## src/include/ebmc_defs.vh

```
// Constants of the external bank memory controller
`ifndef EBMC_DEFS_VH
`define EBMC_DEFS_VH
`define EBMC_OFS_SFR_CFG  16'h3000
`define EBMC_OFS_BANK0    16'h4000
`define EBMC_OFS_BANK1    16'h4004
`define EBMC_OFS_BANK2    16'h4008
`define EBMC_OFS_STATUS   16'h400C
`define EBMC_RST_SFR_CFG  13'h1FF1
`define EBMC_RST_BANK0    32'h08003000
`define EBMC_RST_BANK1    32'h0C083000
`define EBMC_RST_BANK2    32'h100C3000
`define EBMC_BANK_MASK    32'hFFFF3FFC
`define EBMC_F_TCOS       4:2
`define EBMC_F_TACS       7:5
`define EBMC_F_TCOH       10:8
`define EBMC_F_TACC       13:11
`define EBMC_F_BASE       23:16
`define EBMC_F_END        31:24
`define EBMC_A_MB         24:20
`define EBMC_A_SFR        24:12
`define EBMC_A_WORD       17:2
`define EBMC_A_FLASH      19:18
`define EBMC_FLASH_LOW    2'h0
`define EBMC_FLASH_MB_INT 5'h00
`define EBMC_FLASH_MB_EXT 5'h1F
`define EBMC_BOOT_INT     2'h0
`define EBMC_BOOT_EXT     2'h1
`define EBMC_TGT_EXT      2'h0
`define EBMC_TGT_FLASH    2'h1
`define EBMC_TGT_SFR      2'h2
`define EBMC_TGT_NONE     2'h3
`define EBMC_LAST_BYTE    2'h3
`endif

```

## src/ebmc_top.v

```verilog
// External bank memory controller with Wishbone register slave
// Notes on behaviour
// - Bytes are always big-endian: the lowest address holds the top byte.
// - The system address is 25 bits wide, a 32 MB space.
// - Each bank drives 18 address lines, 256 KB physically per bank.
// - Bank windows sit anywhere in the space in 1 MB steps.
// - The base configuration register places the register area, reset 1FF1h.
// - Three bank control registers each set up one chip-select.
// - The three phase fields give 0 to 7 cycles each.
// - Access field zero disables the bank; n gives n+1 cycles.
// - The base field holds the bank start in 1 MB units, 0 to 1Fh.
// - In internal boot mode the first chip-select serves a plain device.
// - Reads inside the internal flash return flash, not the first bank.
// - In external boot mode the first chip-select is the boot memory.
//
// The implementer's own choice: the Wishbone interface to the registers.
`timescale 1ns/100ps
`include "ebmc_defs.vh"
module ebmc_top
#(
   parameter SYS_AW = 25,
   parameter EXT_AW = 18
)
(
   input  wire              clk_i,                  // System clock
   input  wire              rst_i,                  // Sync reset, high
   input  wire              wb_cyc_i,               // Bus cycle
   input  wire              wb_stb_i,               // Bus strobe
   input  wire              wb_we_i,                // Bus write
   input  wire [15:0]       wb_adr_i,               // Byte address
   input  wire [3:0]        wb_sel_i,               // Byte lanes
   input  wire [31:0]       wb_dat_i,               // Write data
   output reg  [31:0]       wb_dat_o,               // Read data
   output reg               wb_ack_o,               // Acknowledge
   input  wire [1:0]        boot_mode_pins_i,       // Boot mode straps
   input  wire              cpu_req_i,              // Access request
   input  wire              cpu_we_i,               // Access is write
   input  wire [SYS_AW-1:0] cpu_adr_i,              // System address
   input  wire [31:0]       cpu_wdata_i,            // Write word
   output reg               cpu_ack_o,              // Access done pulse
   output reg  [31:0]       cpu_rdata_o,            // Read word
   output reg  [1:0]        cpu_tgt_o,              // Decoded target
   output reg  [EXT_AW-1:0] ext_adr_o,              // External address
   input  wire [7:0]        ext_dat_i,              // Data pin in
   output reg  [7:0]        ext_dat_o,              // Data pin out
   output reg               ext_dat_oe_o,           // Data pin enable
   output reg               chip_select_first_n_o,  // Bank 0 select
   output reg               chip_select_second_n_o, // Bank 1 select
   output reg               chip_select_third_n_o,  // Bank 2 select
   output reg               ext_oe_n_o,             // Output enable
   output reg               ext_we_n_o              // Write enable
);

localparam S_IDLE = 6'b000001;
localparam S_ADDR = 6'b000010;
localparam S_CSSU = 6'b000100;
localparam S_ACC  = 6'b001000;
localparam S_HOLD = 6'b010000;
localparam S_DONE = 6'b100000;

////////////////////////////////////////////////////////////////////////
// Registers
reg  [12:0]       sfr_cfg_ff;
reg  [31:0]       bank_ctl_ff [0:2];
reg  [1:0]        boot_mode_ff;
reg  [5:0]        state_ff;
reg  [3:0]        cnt_ff;
reg  [1:0]        bank_ff;
reg  [1:0]        idx_ff;
reg  [SYS_AW-1:0] adr_ff;
reg               we_ff;
reg  [31:0]       wdat_ff;
reg  [31:0]       rdat_ff;
reg  [5:0]        nxt_state;
reg  [3:0]        nxt_cnt;
reg  [1:0]        nxt_bank;
reg  [1:0]        nxt_idx;
reg  [SYS_AW-1:0] nxt_adr;
reg               nxt_we;
reg  [31:0]       nxt_wdat;
reg  [31:0]       nxt_rdat;
reg               nxt_ack;
reg  [1:0]        nxt_tgt;
reg  [1:0]        dec_bank;
reg  [1:0]        dec_tgt;
reg  [31:0]       bank_word;
reg  [31:0]       rd_word;
integer           i;
integer           b;

wire        wb_req  = wb_cyc_i & wb_stb_i & ~wb_ack_o;
wire        wb_wr   = wb_req & wb_we_i;
wire [31:0] sel_ctl = bank_ctl_ff[bank_ff];
wire [3:0]  tacs    = {1'b0, sel_ctl[`EBMC_F_TACS]};
wire [3:0]  tcos    = {1'b0, sel_ctl[`EBMC_F_TCOS]};
wire [3:0]  tcoh    = {1'b0, sel_ctl[`EBMC_F_TCOH]};
wire [3:0]  tacc    = {1'b0, sel_ctl[`EBMC_F_TACC]};
wire        busy    = ~state_ff[0];

////////////////////////////////////////////////////////////////////////
// First phase of a byte, skipping phases programmed to zero
function [5:0] ebmc_first;
   input [31:0] ctl;
   begin
      if (ctl[`EBMC_F_TACS] != 3'h0)
         ebmc_first = S_ADDR;
      else if (ctl[`EBMC_F_TCOS] != 3'h0)
         ebmc_first = S_CSSU;
      else
         ebmc_first = S_ACC;
   end
endfunction

////////////////////////////////////////////////////////////////////////
// Address decode of a new request
always @*
begin
   dec_tgt   = `EBMC_TGT_NONE;
   dec_bank  = 2'h0;
   bank_word = 32'h00000000;
   if (cpu_adr_i[`EBMC_A_SFR] == sfr_cfg_ff)
      dec_tgt = `EBMC_TGT_SFR;
   else if (~cpu_we_i && cpu_adr_i[`EBMC_A_FLASH] == `EBMC_FLASH_LOW &&
            ((boot_mode_ff == `EBMC_BOOT_INT &&
              cpu_adr_i[`EBMC_A_MB] == `EBMC_FLASH_MB_INT) ||
             (boot_mode_ff == `EBMC_BOOT_EXT &&
              cpu_adr_i[`EBMC_A_MB] == `EBMC_FLASH_MB_EXT)))
      dec_tgt = `EBMC_TGT_FLASH;
   else
   begin
      // Lowest bank wins on overlap; bank 0 is boot or plain device
      for (b = 2; b >= 0; b = b - 1)
      begin
         bank_word = bank_ctl_ff[b];
         if (bank_word[`EBMC_F_TACC] != 3'h0 &&
             {3'h0, cpu_adr_i[`EBMC_A_MB]} >=
                bank_word[`EBMC_F_BASE] &&
             {3'h0, cpu_adr_i[`EBMC_A_MB]} <=
                bank_word[`EBMC_F_END])
         begin
            dec_tgt  = `EBMC_TGT_EXT;
            dec_bank = b[1:0];
         end
      end
   end
end

////////////////////////////////////////////////////////////////////////
// Access sequencer
always @*
begin
   nxt_state = state_ff;
   nxt_cnt   = cnt_ff + 4'h1;
   nxt_bank  = bank_ff;
   nxt_idx   = idx_ff;
   nxt_adr   = adr_ff;
   nxt_we    = we_ff;
   nxt_wdat  = wdat_ff;
   nxt_rdat  = rdat_ff;
   nxt_ack   = 1'b0;
   nxt_tgt   = cpu_tgt_o;
   case (state_ff)
      S_IDLE:
      begin
         nxt_cnt = 4'h0;
         if (cpu_req_i && !cpu_ack_o)
         begin
            nxt_tgt = dec_tgt;
            if (dec_tgt == `EBMC_TGT_EXT)
            begin
               nxt_bank  = dec_bank;
               nxt_idx   = 2'h0;
               nxt_adr   = cpu_adr_i;
               nxt_we    = cpu_we_i;
               nxt_wdat  = cpu_wdata_i;
               nxt_state = ebmc_first(bank_ctl_ff[dec_bank]);
            end
            else
            begin
               // Internal targets are answered at once, data elsewhere
               nxt_ack  = 1'b1;
               nxt_rdat = 32'h00000000;
            end
         end
      end
      S_ADDR:
         if (cnt_ff == tacs - 4'h1)
         begin
            nxt_cnt   = 4'h0;
            nxt_state = (tcos != 4'h0) ? S_CSSU : S_ACC;
         end
      S_CSSU:
         if (cnt_ff == tcos - 4'h1)
         begin
            nxt_cnt   = 4'h0;
            nxt_state = S_ACC;
         end
      S_ACC:
         if (cnt_ff == tacc)
         begin
            nxt_cnt  = 4'h0;
            nxt_rdat = {rdat_ff[23:0], ext_dat_i};
            if (tcoh != 4'h0)
               nxt_state = S_HOLD;
            else if (idx_ff == `EBMC_LAST_BYTE)
               nxt_state = S_DONE;
            else
            begin
               nxt_idx   = idx_ff + 2'h1;
               nxt_state = ebmc_first(sel_ctl);
            end
         end
      S_HOLD:
         if (cnt_ff == tcoh - 4'h1)
         begin
            nxt_cnt = 4'h0;
            if (idx_ff == `EBMC_LAST_BYTE)
               nxt_state = S_DONE;
            else
            begin
               nxt_idx   = idx_ff + 2'h1;
               nxt_state = ebmc_first(sel_ctl);
            end
         end
      S_DONE:
      begin
         nxt_ack   = 1'b1;
         nxt_state = S_IDLE;
      end
      default:
         nxt_state = S_IDLE;
   endcase
end

wire nxt_sel = nxt_state[2] | nxt_state[3] | nxt_state[4];
wire nxt_run = nxt_state[1] | nxt_sel;

always @(posedge clk_i)
begin
   if (rst_i)
   begin
      boot_mode_ff           <= boot_mode_pins_i;
      state_ff               <= S_IDLE;
      cnt_ff                 <= 4'h0;
      bank_ff                <= 2'h0;
      idx_ff                 <= 2'h0;
      adr_ff                 <= {SYS_AW{1'b0}};
      we_ff                  <= 1'b0;
      wdat_ff                <= 32'h00000000;
      rdat_ff                <= 32'h00000000;
      cpu_ack_o              <= 1'b0;
      cpu_rdata_o            <= 32'h00000000;
      cpu_tgt_o              <= `EBMC_TGT_NONE;
      ext_adr_o              <= {EXT_AW{1'b0}};
      ext_dat_o              <= 8'h00;
      ext_dat_oe_o           <= 1'b0;
      chip_select_first_n_o  <= 1'b1;
      chip_select_second_n_o <= 1'b1;
      chip_select_third_n_o  <= 1'b1;
      ext_oe_n_o             <= 1'b1;
      ext_we_n_o             <= 1'b1;
   end
   else
   begin
      state_ff               <= nxt_state;
      cnt_ff                 <= nxt_cnt;
      bank_ff                <= nxt_bank;
      idx_ff                 <= nxt_idx;
      adr_ff                 <= nxt_adr;
      we_ff                  <= nxt_we;
      wdat_ff                <= nxt_wdat;
      rdat_ff                <= nxt_rdat;
      cpu_ack_o              <= nxt_ack;
      cpu_rdata_o            <= nxt_rdat;
      cpu_tgt_o              <= nxt_tgt;
      ext_adr_o              <= {nxt_adr[`EBMC_A_WORD], nxt_idx};
      ext_dat_o              <= nxt_wdat[8*(3-nxt_idx) +: 8];
      ext_dat_oe_o           <= nxt_we & nxt_run;
      chip_select_first_n_o  <= ~(nxt_sel && nxt_bank == 2'h0);
      chip_select_second_n_o <= ~(nxt_sel && nxt_bank == 2'h1);
      chip_select_third_n_o  <= ~(nxt_sel && nxt_bank == 2'h2);
      ext_oe_n_o             <= ~(nxt_state[3] & ~nxt_we);
      ext_we_n_o             <= ~(nxt_state[3] & nxt_we);
   end
end

////////////////////////////////////////////////////////////////////////
// Register slave
always @*
begin
   case (wb_adr_i)
      `EBMC_OFS_SFR_CFG: rd_word = {19'h00000, sfr_cfg_ff};
      `EBMC_OFS_BANK0:   rd_word = bank_ctl_ff[0];
      `EBMC_OFS_BANK1:   rd_word = bank_ctl_ff[1];
      `EBMC_OFS_BANK2:   rd_word = bank_ctl_ff[2];
      `EBMC_OFS_STATUS:  rd_word = {24'h000000, boot_mode_ff,
                                    cpu_tgt_o, bank_ff, idx_ff[0], busy};
      default:           rd_word = 32'h00000000;
   endcase
end

always @(posedge clk_i)
begin
   if (rst_i)
   begin
      wb_ack_o       <= 1'b0;
      wb_dat_o       <= 32'h00000000;
      sfr_cfg_ff     <= `EBMC_RST_SFR_CFG;
      bank_ctl_ff[0] <= `EBMC_RST_BANK0;
      bank_ctl_ff[1] <= `EBMC_RST_BANK1;
      bank_ctl_ff[2] <= `EBMC_RST_BANK2;
   end
   else
   begin
      wb_ack_o <= wb_req;
      wb_dat_o <= wb_req ? rd_word : 32'h00000000;
      if (wb_wr && wb_adr_i == `EBMC_OFS_SFR_CFG)
      begin
         if (wb_sel_i[0])
            sfr_cfg_ff[7:0] <= wb_dat_i[7:0];
         if (wb_sel_i[1])
            sfr_cfg_ff[12:8] <= wb_dat_i[12:8];
      end
      for (i = 0; i < 3; i = i + 1)
         if (wb_wr && wb_adr_i == `EBMC_OFS_BANK0 + 16'h0004 * i)
            bank_ctl_ff[i] <= ((bank_ctl_ff[i] &
               ~{{8{wb_sel_i[3]}}, {8{wb_sel_i[2]}},
                 {8{wb_sel_i[1]}}, {8{wb_sel_i[0]}}}) |
               (wb_dat_i & {{8{wb_sel_i[3]}}, {8{wb_sel_i[2]}},
                 {8{wb_sel_i[1]}}, {8{wb_sel_i[0]}}}))
               & `EBMC_BANK_MASK;
   end
end

endmodule

```

## config.mk

```make
export PLATFORM = sky130hd
export DESIGN_NAME = ebmc_top
export DESIGN_NICKNAME = d
export VERILOG_FILES = /design/src/ebmc_top.v
export VERILOG_INCLUDE_DIRS = /design/src /design/src/include
export SDC_FILE = /design/constraint.sdc
export NUM_CORES = 1
export LEC_CHECK = 0
export BUFFER_PORTS_ARGS = -buffer_cell sky130_fd_sc_hd__buf_4
export CORE_MARGIN = 3
export CORE_UTILIZATION = 51
export DETAILED_ROUTE_END_ITERATION = 8
export PLACE_DENSITY = 0.77
export SLEW_MARGIN = 0
export SYNTH_ARGS = -nofsm -noshare
export SYNTH_HDL_FRONTEND = slang
export SYNTH_SLANG_ARGS = --single-unit
```

## constraint.sdc

```tcl
create_clock -name clk_i -period 4.01 [get_ports clk_i]
set_clock_uncertainty 0.15 [all_clocks]
set_input_delay 0.802 -clock clk_i [delete_from_list [all_inputs] [get_ports clk_i]]
set_output_delay 0.802 -clock clk_i [all_outputs]
set_load 0.005 [all_outputs]
```

[After elaboration in Yosys (flattened, before gate mapping)]
Memories as Yosys holds them, arrays and structs flattened. A register that Yosys moved wholly into a read port is not among the register bits.
Cells that the tools add are included.
Storage, ports and cells
  bits in registers: 180
  memories kept: 1
  bits of input ports: 126
  bits in writable memories: 84
  word-level logic and storage cells: 210
  output and inout bits: 100
Operators by class
  equal/unequal tests: 28
  $lt $le $gt $ge: 6
  reductions and logical operators: 42
  shifts and indexed selects: 1
  bitwise operators: 30
  multiplexer cells: 71
  add/subtract/negate cells: 6
Memory list
  bank_ctl_ff: depth 3, bits a word 28, rd ports 5, clocked after Yosys merged registers in 1, wr ports 3, RTL line ebmc_top.v:64  | reg [31:0] bank_ctl_ff [0:2];
Operators by type and width (count)
  32-bit two-way mux: 6
  32-bit case mux with 5 select lines: 1
  32-bit bitwise AND: 4
  32-bit OR: 3
  28-bit two-way mux: 3
  16-bit by 15-bit equality test with 1-bit output (second input constant): 4
  32-bit case mux with 2 select lines: 1
  18-bit two-way mux: 3
  6-bit two-way mux: 8
  2-bit two-way mux: 20
  4-bit two-way mux: 9
  32-bit by 33-bit variable part select with 8-bit output: 1
  32-bit inverter: 1
  6-bit case mux with 5 select lines: 1
  5-bit by 8-bit >= comparator with 1-bit output: 3
  5-bit by 8-bit less-or-equal comparator with 1-bit output: 3
  3-bit nonzero test: 7
  4-bit case mux with 5 select lines: 1
  1-bit logical AND: 18
  16-bit by 14-bit equality test with 1-bit output (second input constant): 1
  1-bit two-way mux: 16
  2-bit != test (second input constant): 7
  13-bit equality test: 1
  4-bit equality test: 3
  other kinds (30): 59

[Logic depth before layout (Yosys ltp)]
Gate-level depths: netlist of run 1.
An unclocked memory read counts as a cell.
  word-level depth: 20
  mapped depth: 14
  depth with buffers taken out: 12

[Worst setup path before layout of run 1]
No wires, ideal clock.
  path type: input to register
  start point: in wb_adr_i[6]
  end point: mem bank_ctl_ff[2][0] in the netlist's numbering, enable pin
  data required time: 3443 ps
  buffers on the path: 1
  setup time: 417 ps
  stages on the path: 7
  data arrival time: 3648 ps
  path slack: -205 ps
  cells stage by stage: nor4_1 > nand3_1 > nor4b_1 > clkbuf_1 > nor2b_1 > nand2_1 > o21ai_1
RTL lines
  from (decl): RTL line ebmc_top.v:30  | input wire [15:0] wb_adr_i,
  to (decl): RTL line ebmc_top.v:64

==> out/metrics.yaml, run 1 <==
run_status: "finished clean"
clock_insertion_delay_worst_skew_ns: 0.52
clock_buffer_count_from_cts: 27
layout-drive-gt1-share: 0.2047
antenna_found_initial: 0
routed_wire_length_per_instance_um: 18.40
drt.antenna.violating_nets: 0
gp_congestion: 0.9226
initial_core_util: 0.5258
powerDensity_nw_per_um2: 381.5
post_synthesis_area_per_instance_sq_um: 9.019
asyncSetResetFlopFracSynth: 0
num_vias: 10530
layout_commonest_cell: "sky130_fd_sc_hd__buf_4"
rsz0062_at_grt: "no"
timing.reg2reg.setup_slack_ns: 0.41
antenna-diode-count: 0
largest_family_of_logic_cells_by_synthesized_area: "simple AND/OR/NAND/NOR gates"
wirelength_mm: 34.07
synthesis.area_sq_um: 12050
timing.max_cap.violations: 0
global_route_wire_length_before_repair_mm: 54.17
max_slew_headroom_at_the_worst_pin: 0.3280
first_global_vias: 10220
largest_net_degree_at_the_start_of_global_routing: 92
required_ns: 4.27
drc: 0
grtUsageTotal: 0.2576
clock_tree.htree_level_count: 1
finish.net_count: 1682
total_leakage_power_nw: 5.976
worstPathArrival_ns: 3.86
floorplan.die.height_um: 159.7
post_cts_resize_count: 0
finalCritPeriodShare: 0.8973
core_sq_um: 22920
critical_path_peak_fanout: 17
finalSetupTns_ns: 0
final_worst_path_setup_slack_ns: 0.4120
finalCriticalPeriod_ns: 3.598
post-cts-setup-buffers: 0
cts_num_sinks: 242
dp_hpwl_mm: 23.44
synthDistinctLibCells: 64
synth_top_flop_cell: "sky130_fd_sc_hd__dfxtp_1"
drt_first_iter_violations: 1111
floorplan.rows: 55
tritoncts: "built"
synthesis.instances: 1336
crit_type: "reg -> reg"
startpoint_type: "flip-flop"
ctsLongestPathBuffers: 3
detailedRoute.firstPassIterationCount: 8
synth.area.mux_share: 0.07591
post_synth_and_or_nand_nor_area_fraction: 0.1883
finalSetupViolCount: 0
worstSetupEndpointType: "flip-flop"
io_buffers: 219
dpl_cell_area_sq_um: 13990
clkTransAtPathRegs_ns: 0.06
yosysWarnings: 0
synth_edf_count: 86
synth-compound-area-share: 0.1594
synth_to_final_area_change_pct: 23.41
nFillCells: 1919
design_power_total_w: 0.005672
final_number_of_max_transition_violations: 0
synth_sequential_area_ratio: 0.4735
final_cell_area_sq_um: 14870
synth_xor_area_frac: 0.01890
synth-seq-cells: 242
worstMarginPinSlew_ns: 1.008
final_hold_viol_count: 0
vdd.ir_drop.worst_mv: 0.2434
layout.cells.most_common_list: "sky130_fd_sc_hd__buf_4 (237), sky130_fd_sc_hd__nand2_1 (197), sky130_fd_sc_hd__a21oi_1 (183), sky130_fd_sc_hd__dfxtp_1 (156), sky130_fd_sc_hd__edfxtp_1 (86)"
timing.hold.ws_ns: 0.3005
cts.hold.buffers_added: 0
fmaxAchievable_mhz: 277.9
global_route.overflow_total: 0
die_width_um: 159.7
avgViaCountPerCell: 5.684
top_level_pins: 226
worstHoldPathType: "reg -> reg"
fp.dieArea_sq_um: 25510
synth_fa_ha_area_frac: 0.03842
clockRootBuffer: "sky130_fd_sc_hd__clkbuf_16"
place_worst_setup_slack_ns: 0.2900
kinds of logic (layout without fill, tap and decap cells):
logic type      after synthesis  count (layout)
buf+inv                     133             335
mux                          86              86
flops                       242             242
simple gates                478             478
compound gates              333             333
xor+xnor                     26              26
other cells                   1               2
fa+ha+maj                    37              37
through the flow:
stage / instances / util
2_1_floorplan: 1337 / -
3_3_place_gp: 1803 / 0.6106
3_5_place_dp: 1803 / 0.6106
4_1_cts: 1852 / 0.6489
5_1_grt: 1852 / 0.6489
6_report: 1852 / 0.6489
Yosys cell counts, types with 10 or more instances:
library cell               number  share of area
sky130_fd_sc_hd__nor2b_1       28          0.015
sky130_fd_sc_hd__xnor2_1       10         0.0073
sky130_fd_sc_hd__clkbuf_1      68          0.021
sky130_fd_sc_hd__nand3_1       48          0.020
sky130_fd_sc_hd__mux2i_1       67          0.056
sky130_fd_sc_hd__nand2_1      197          0.061
sky130_fd_sc_hd__nor2_1        71          0.022
sky130_fd_sc_hd__nand2b_1      58          0.030
sky130_fd_sc_hd__xor2_1        16          0.012
sky130_fd_sc_hd__o21ai_1       20         0.0083
sky130_fd_sc_hd__buf_2         10         0.0042
sky130_fd_sc_hd__ha_1          37          0.038
sky130_fd_sc_hd__nor4_1        11         0.0057
sky130_fd_sc_hd__a222oi_1      11         0.0091
sky130_fd_sc_hd__a21oi_1      183          0.076
sky130_fd_sc_hd__edfxtp_1      86           0.21
sky130_fd_sc_hd__o211ai_1      11         0.0069
sky130_fd_sc_hd__inv_1         42          0.013
sky130_fd_sc_hd__o21ai_0       54          0.022
sky130_fd_sc_hd__mux2_2        14          0.013
sky130_fd_sc_hd__nor3_1        22         0.0091
sky130_fd_sc_hd__dfxtp_1      156           0.26
where the power goes:
part           leakage (nW)  internal, W  switching, W
Combinational          3.44     0.000260      0.000356
Sequential             2.10      0.00260     0.0000514
Clock                 0.436      0.00145      0.000948
critical path: stages, from the launching register on:
cell	delay [ns]
sky130_fd_sc_hd__dfxtp_1	0.53
sky130_fd_sc_hd__mux2_4	0.34
sky130_fd_sc_hd__mux2i_1	0.34
sky130_fd_sc_hd__ha_1	0.32
sky130_fd_sc_hd__xor2_1	0.17
sky130_fd_sc_hd__nand2b_1	0.07
sky130_fd_sc_hd__mux2i_1	0.18
sky130_fd_sc_hd__o2111a_1	0.30
sky130_fd_sc_hd__o31a_1	0.15
sky130_fd_sc_hd__buf_4	0.31
sky130_fd_sc_hd__mux2i_1	0.25
sky130_fd_sc_hd__a21oi_1	0.10
sky130_fd_sc_hd__mux2_2	0.27
area by class of cell:
class                   instances  area, sq um  area share
clock inverters                 7        62.56    0.004207
repair buffers                243         1899      0.1277
well taps                     313        391.6     0.02634
flip-flops and latches        242         5705      0.3837
inverters                      43        161.4     0.01085
multi-input cells             962         5836      0.3925
clock buffers                  42        813.3     0.05470
final timing paths:
kind / cells after the start / from / to
setup reg to reg: 12 / bank_ff[0]$_SDFF_PP0_ / ext_dat_o[5]$_SDFF_PP0_
hold reg to reg: 2 / rdat_ff[27]$_SDFFE_PP0P_ / rdat_ff[27]$_SDFFE_PP0P_
setup / recovery: 12 / bank_ff[0]$_SDFF_PP0_ / ext_dat_o[5]$_SDFF_PP0_
hold / removal: 2 / rdat_ff[27]$_SDFFE_PP0P_ / rdat_ff[27]$_SDFFE_PP0P_
layer usage:
| metal | vias to the layer above | routed length [um] | GRT usage |
|---|---|---|---|
| met3 | 47 | 2838 | 0.05006 |
| met1 | 4989 | 14780 | 0.3562 |
| met5 | - | 0 | 0 |
| met4 | 0 | 675 | 0.06446 |
| li1 | 5068 | - | - |
| met2 | 422 | 15780 | 0.4180 |
registers in the layout, summed over array words and instances, names as in the netlist, 2 cells and up:
name / count
bank_ctl_ff: 84
rdat_ff: 32
wdat_ff: 32
wb_dat_o: 30
ext_adr_o: 18
sfr_cfg_ff: 13
ext_dat_o: 8
state_ff: 6
cnt_ff: 4
bank_ff: 2
boot_mode_ff: 2
cpu_tgt_o: 2
(Power assumes the default switching activity.)
==> run 2, diff against run 1 <==
--- a/config.mk
+++ b/config.mk
@@ -8,9 +8,10 @@
 export LEC_CHECK = 0
 export BUFFER_PORTS_ARGS = -buffer_cell sky130_fd_sc_hd__buf_4
 export CORE_MARGIN = 3
-export CORE_UTILIZATION = 51
+export CORE_UTILIZATION = 52
+export CTS_BUF_LIST = sky130_fd_sc_hd__clkbuf_8
 export DETAILED_ROUTE_END_ITERATION = 8
-export PLACE_DENSITY = 0.77
+export PLACE_DENSITY = 0.78
 export SLEW_MARGIN = 0
 export SYNTH_ARGS = -nofsm -noshare
 export SYNTH_HDL_FRONTEND = slang
==> run 2 against run 1 <==
- global-route usage is 0.34 points higher
- critical path type unchanged
- core utilization hardly changed
- critical endpoint is now ext_dat_o[4]$_SDFF_PP0_
- sequential share of layout area rose by 0.33 points
==> out/metrics.yaml, run 2 (synthesized netlist as in run 1, its figures left out) <==
finalSetupTns_ns: 0  # unchanged
dp_hpwl_mm: 23.75  # +1.3%
crit_path_frequent_cell: "sky130_fd_sc_hd__mux2i_1"
layout.cells.most_common_list: "sky130_fd_sc_hd__buf_4 (239), sky130_fd_sc_hd__nand2_1 (197), sky130_fd_sc_hd__a21oi_1 (183), sky130_fd_sc_hd__dfxtp_1 (156), sky130_fd_sc_hd__edfxtp_1 (86)"
die_width_um: 158.2  # -0.93%
routed_wire_length_per_instance_um: 18.35  # -0.26%
finalSetupViolCount: 0  # unchanged
regArea_sq_um: 5705  # unchanged
largest_register: "bank_ctl_ff"
layout_commonest_cell: "sky130_fd_sc_hd__buf_4"
worstMarginPinSlew_ns: 0.9023  # -0.1056 ns
clockPowerShare: 0.387  # -0.036
core_sq_um: 22710  # -0.90%
finish.net_count: 1697  # +0.89%
initial_core_util: 0.5306  # +0.004780
post_cts_resize_count: 0  # unchanged
fp.dieArea_sq_um: 25030  # -1.9%
max_slew_headroom_at_the_worst_pin: 0.3921  # +0.06407
vdd.ir_drop.worst_mv: 0.2666  # +9.5%
first_global_vias: 10070  # -1.5%
largest_net_degree_at_the_start_of_global_routing: 54  # -41%
largest_register_ffs: 84  # unchanged
total_leakage_power_nw: 5.994  # +0.30%
floorplan.die.height_um: 158.2  # -0.93%
synth_to_final_area_change_pct: 22.35
timing.hold.ws_ns: 0.2850  # -0.01550 ns
design_power_total_w: 0.005339  # -5.9%
run_status: "finished clean"
clock_buffer_count_from_cts: 40  # +48%
path_buf_inv: 1  # unchanged
wirelength_mm: 33.95  # -0.37%
worstSetupEndpointType: "flip-flop"
nFillCells: 1924  # +0.26%
floorplan.rows: 55  # unchanged
finish.utilization: 0.6491  # about the same
timing.max_cap.violations: 0  # unchanged
post-cts-setup-buffers: 0  # unchanged
timing.critical_path.cells: "mux2_4, mux2i_1, ha_1, xor2_1, nand2b_1, mux2i_1, o2111a_1, o31a_1, buf_12, mux2i_1, a21oi_1, mux2_2"
num_vias: 10580  # +0.47%
clockRootBuffer: "sky130_fd_sc_hd__clkbuf_8"
worstPathArrival_ns: 3.70  # -0.16 ns
place_worst_setup_slack_ns: 0.3447  # +0.05462 ns
crit_type: "reg -> reg"
fmaxAchievable_mhz: 292.0  # +5.0%
drc: 0  # unchanged
multiInputGateArea_sq_um: 5836  # unchanged
drt.antenna.violating_nets: 0  # unchanged
detailedRoute.firstPassIterationCount: 6  # -2
cts_num_sinks: 242  # unchanged
rsz0062_at_grt: "no"
clkTransAtPathRegs_ns: 0.06  # about the same
finalCritPeriodShare: 0.8541  # -0.04313
final_hold_viol_count: 0  # unchanged
part_of_the_power_in_registers: 0.497  # +0.029
top_level_pins: 226  # unchanged
cp_top_family: "multiplexers"
cts.hold.buffers_added: 0  # unchanged
switching_share: 0.2595  # +0.02058
worstHoldPathType: "in -> reg"
antenna_found_initial: 0  # unchanged
clock_insertion_delay_worst_skew_ns: 0.55  # +0.03 ns
final_number_of_max_transition_violations: 0  # unchanged
startpoint_type: "flip-flop"
global_route.overflow_total: 0  # unchanged
grtUsageTotal: 0.2610  # +0.003373
total_switching_power_w: 0.001386  # +2.2%
required_ns: 4.29  # +0.02 ns
gp_congestion: 0.8942  # -3.1%
avgViaCountPerCell: 5.716  # +0.57%
drt_first_iter_violations: 900  # -19%
clock_tree.htree_level_count: 2  # +1
io_buffers: 219  # unchanged
powerDensity_nw_per_um2: 362.2  # -5.1%
timing.critical_path.slowest_stage_cell: "sky130_fd_sc_hd__edfxtp_1"
ctsLongestPathBuffers: 3  # unchanged
biggest_registers_after_layout: "bank_ctl_ff x84, rdat_ff x32, wdat_ff x32"
global_route_wire_length_before_repair_mm: 52.23  # -3.6%
layout-drive-gt1-share: 0.2115  # +0.006823
power_report.internal_total_w: 0.003953  # -8.4%
max_stage_delay_ns: 0.44  # -0.09 ns
combPwrFrac: 0.116  # +0.007
finalCriticalPeriod_ns: 3.425  # -0.1729 ns
tritoncts: "built"
critical_path_peak_fanout: 17  # unchanged
antenna-diode-count: 0  # unchanged
final_worst_path_setup_slack_ns: 0.5849  # +0.1729 ns
[run 2: cell types whose count changed in the layout (fill, tap and decap cells not counted), sizes merged]
cell	before	now
inv	45	58
clkbuf	42	48
clkinv	4	8
buf	243	245
clkinvlp	0	2
bufinv	1	0
[run 2: worst reg2reg max path, delay by kind of cell, from the launching register on]
family / cells / cell delay [ns]
and+or+nand+nor: 1 / 0.07
AOI/OAI and AO/OA: 3 / 0.58
muxes: 5 / 1.37
buffers and inverters: 1 / 0.20
DFF: 1 / 0.44
adders and majority gates: 1 / 0.33
xor gates and xnor gates: 1 / 0.17
[run 2: path summary, 6_finish.rpt]
path | from | end | slack, ns | cells after the start
min | boot_mode_pins_i[0] | boot_mode_ff[0]$_DFFE_PP_ | 0.29 | 1
max reg2reg | bank_ctl_ff[1][7]$_SDFFCE_PN0P_ | ext_dat_o[4]$_SDFF_PP0_ | 0.58 | 12
min reg2reg | rdat_ff[27]$_SDFFE_PP0P_ | rdat_ff[27]$_SDFFE_PP0P_ | 0.30 | 2
max | bank_ctl_ff[1][7]$_SDFFCE_PN0P_ | ext_dat_o[4]$_SDFF_PP0_ | 0.58 | 12
[run 2: power by group through the flow]
stage	logic, W	clock network [W]	registers [W]
2_1_floorplan	0.000353	0	0.00269
3_3_place_gp	0.000599	0	0.00270
3_5_place_dp	0.000610	0	0.00271
4_1_cts	0.000613	0.00210	0.00265
5_1_grt	0.000674	0.00222	0.00266
6_report	0.000618	0.00207	0.00266
[run 2: per-stage QoR]
| stage | cell area, sq um | std cells |
|---|---|---|
| 3_3_place_gp | 13970 | 1777 |
| 4_1_cts | 14740 | 1850 |
| 2_1_floorplan | 12050 | 1337 |
| 3_5_place_dp | 13970 | 1777 |
| 5_1_grt | 14740 | 1850 |
| 6_report | 14740 | 1850 |
[run 2: metal layers]
metal	share of wire	vias up	routed length [um]	track usage
met2	0.46	466	15710	0.4268
li1	-	5111	-	-
met1	0.42	4938	14270	0.3493
met3	0.092	60	3112	0.05495
met5	0	-	0	0
met4	0.025	0	853	0.08029
[run 2: area by class of cell]
type                            instances  share of cell area
Multi-Input combinational cell        962              0.3959
Sequential cell                       242              0.3870
Timing Repair Buffer                  245              0.1299
Clock buffer                           48             0.04481
Tap cell                              285             0.02419
Inverter                               43             0.01095
Clock inverter                         25            0.007299
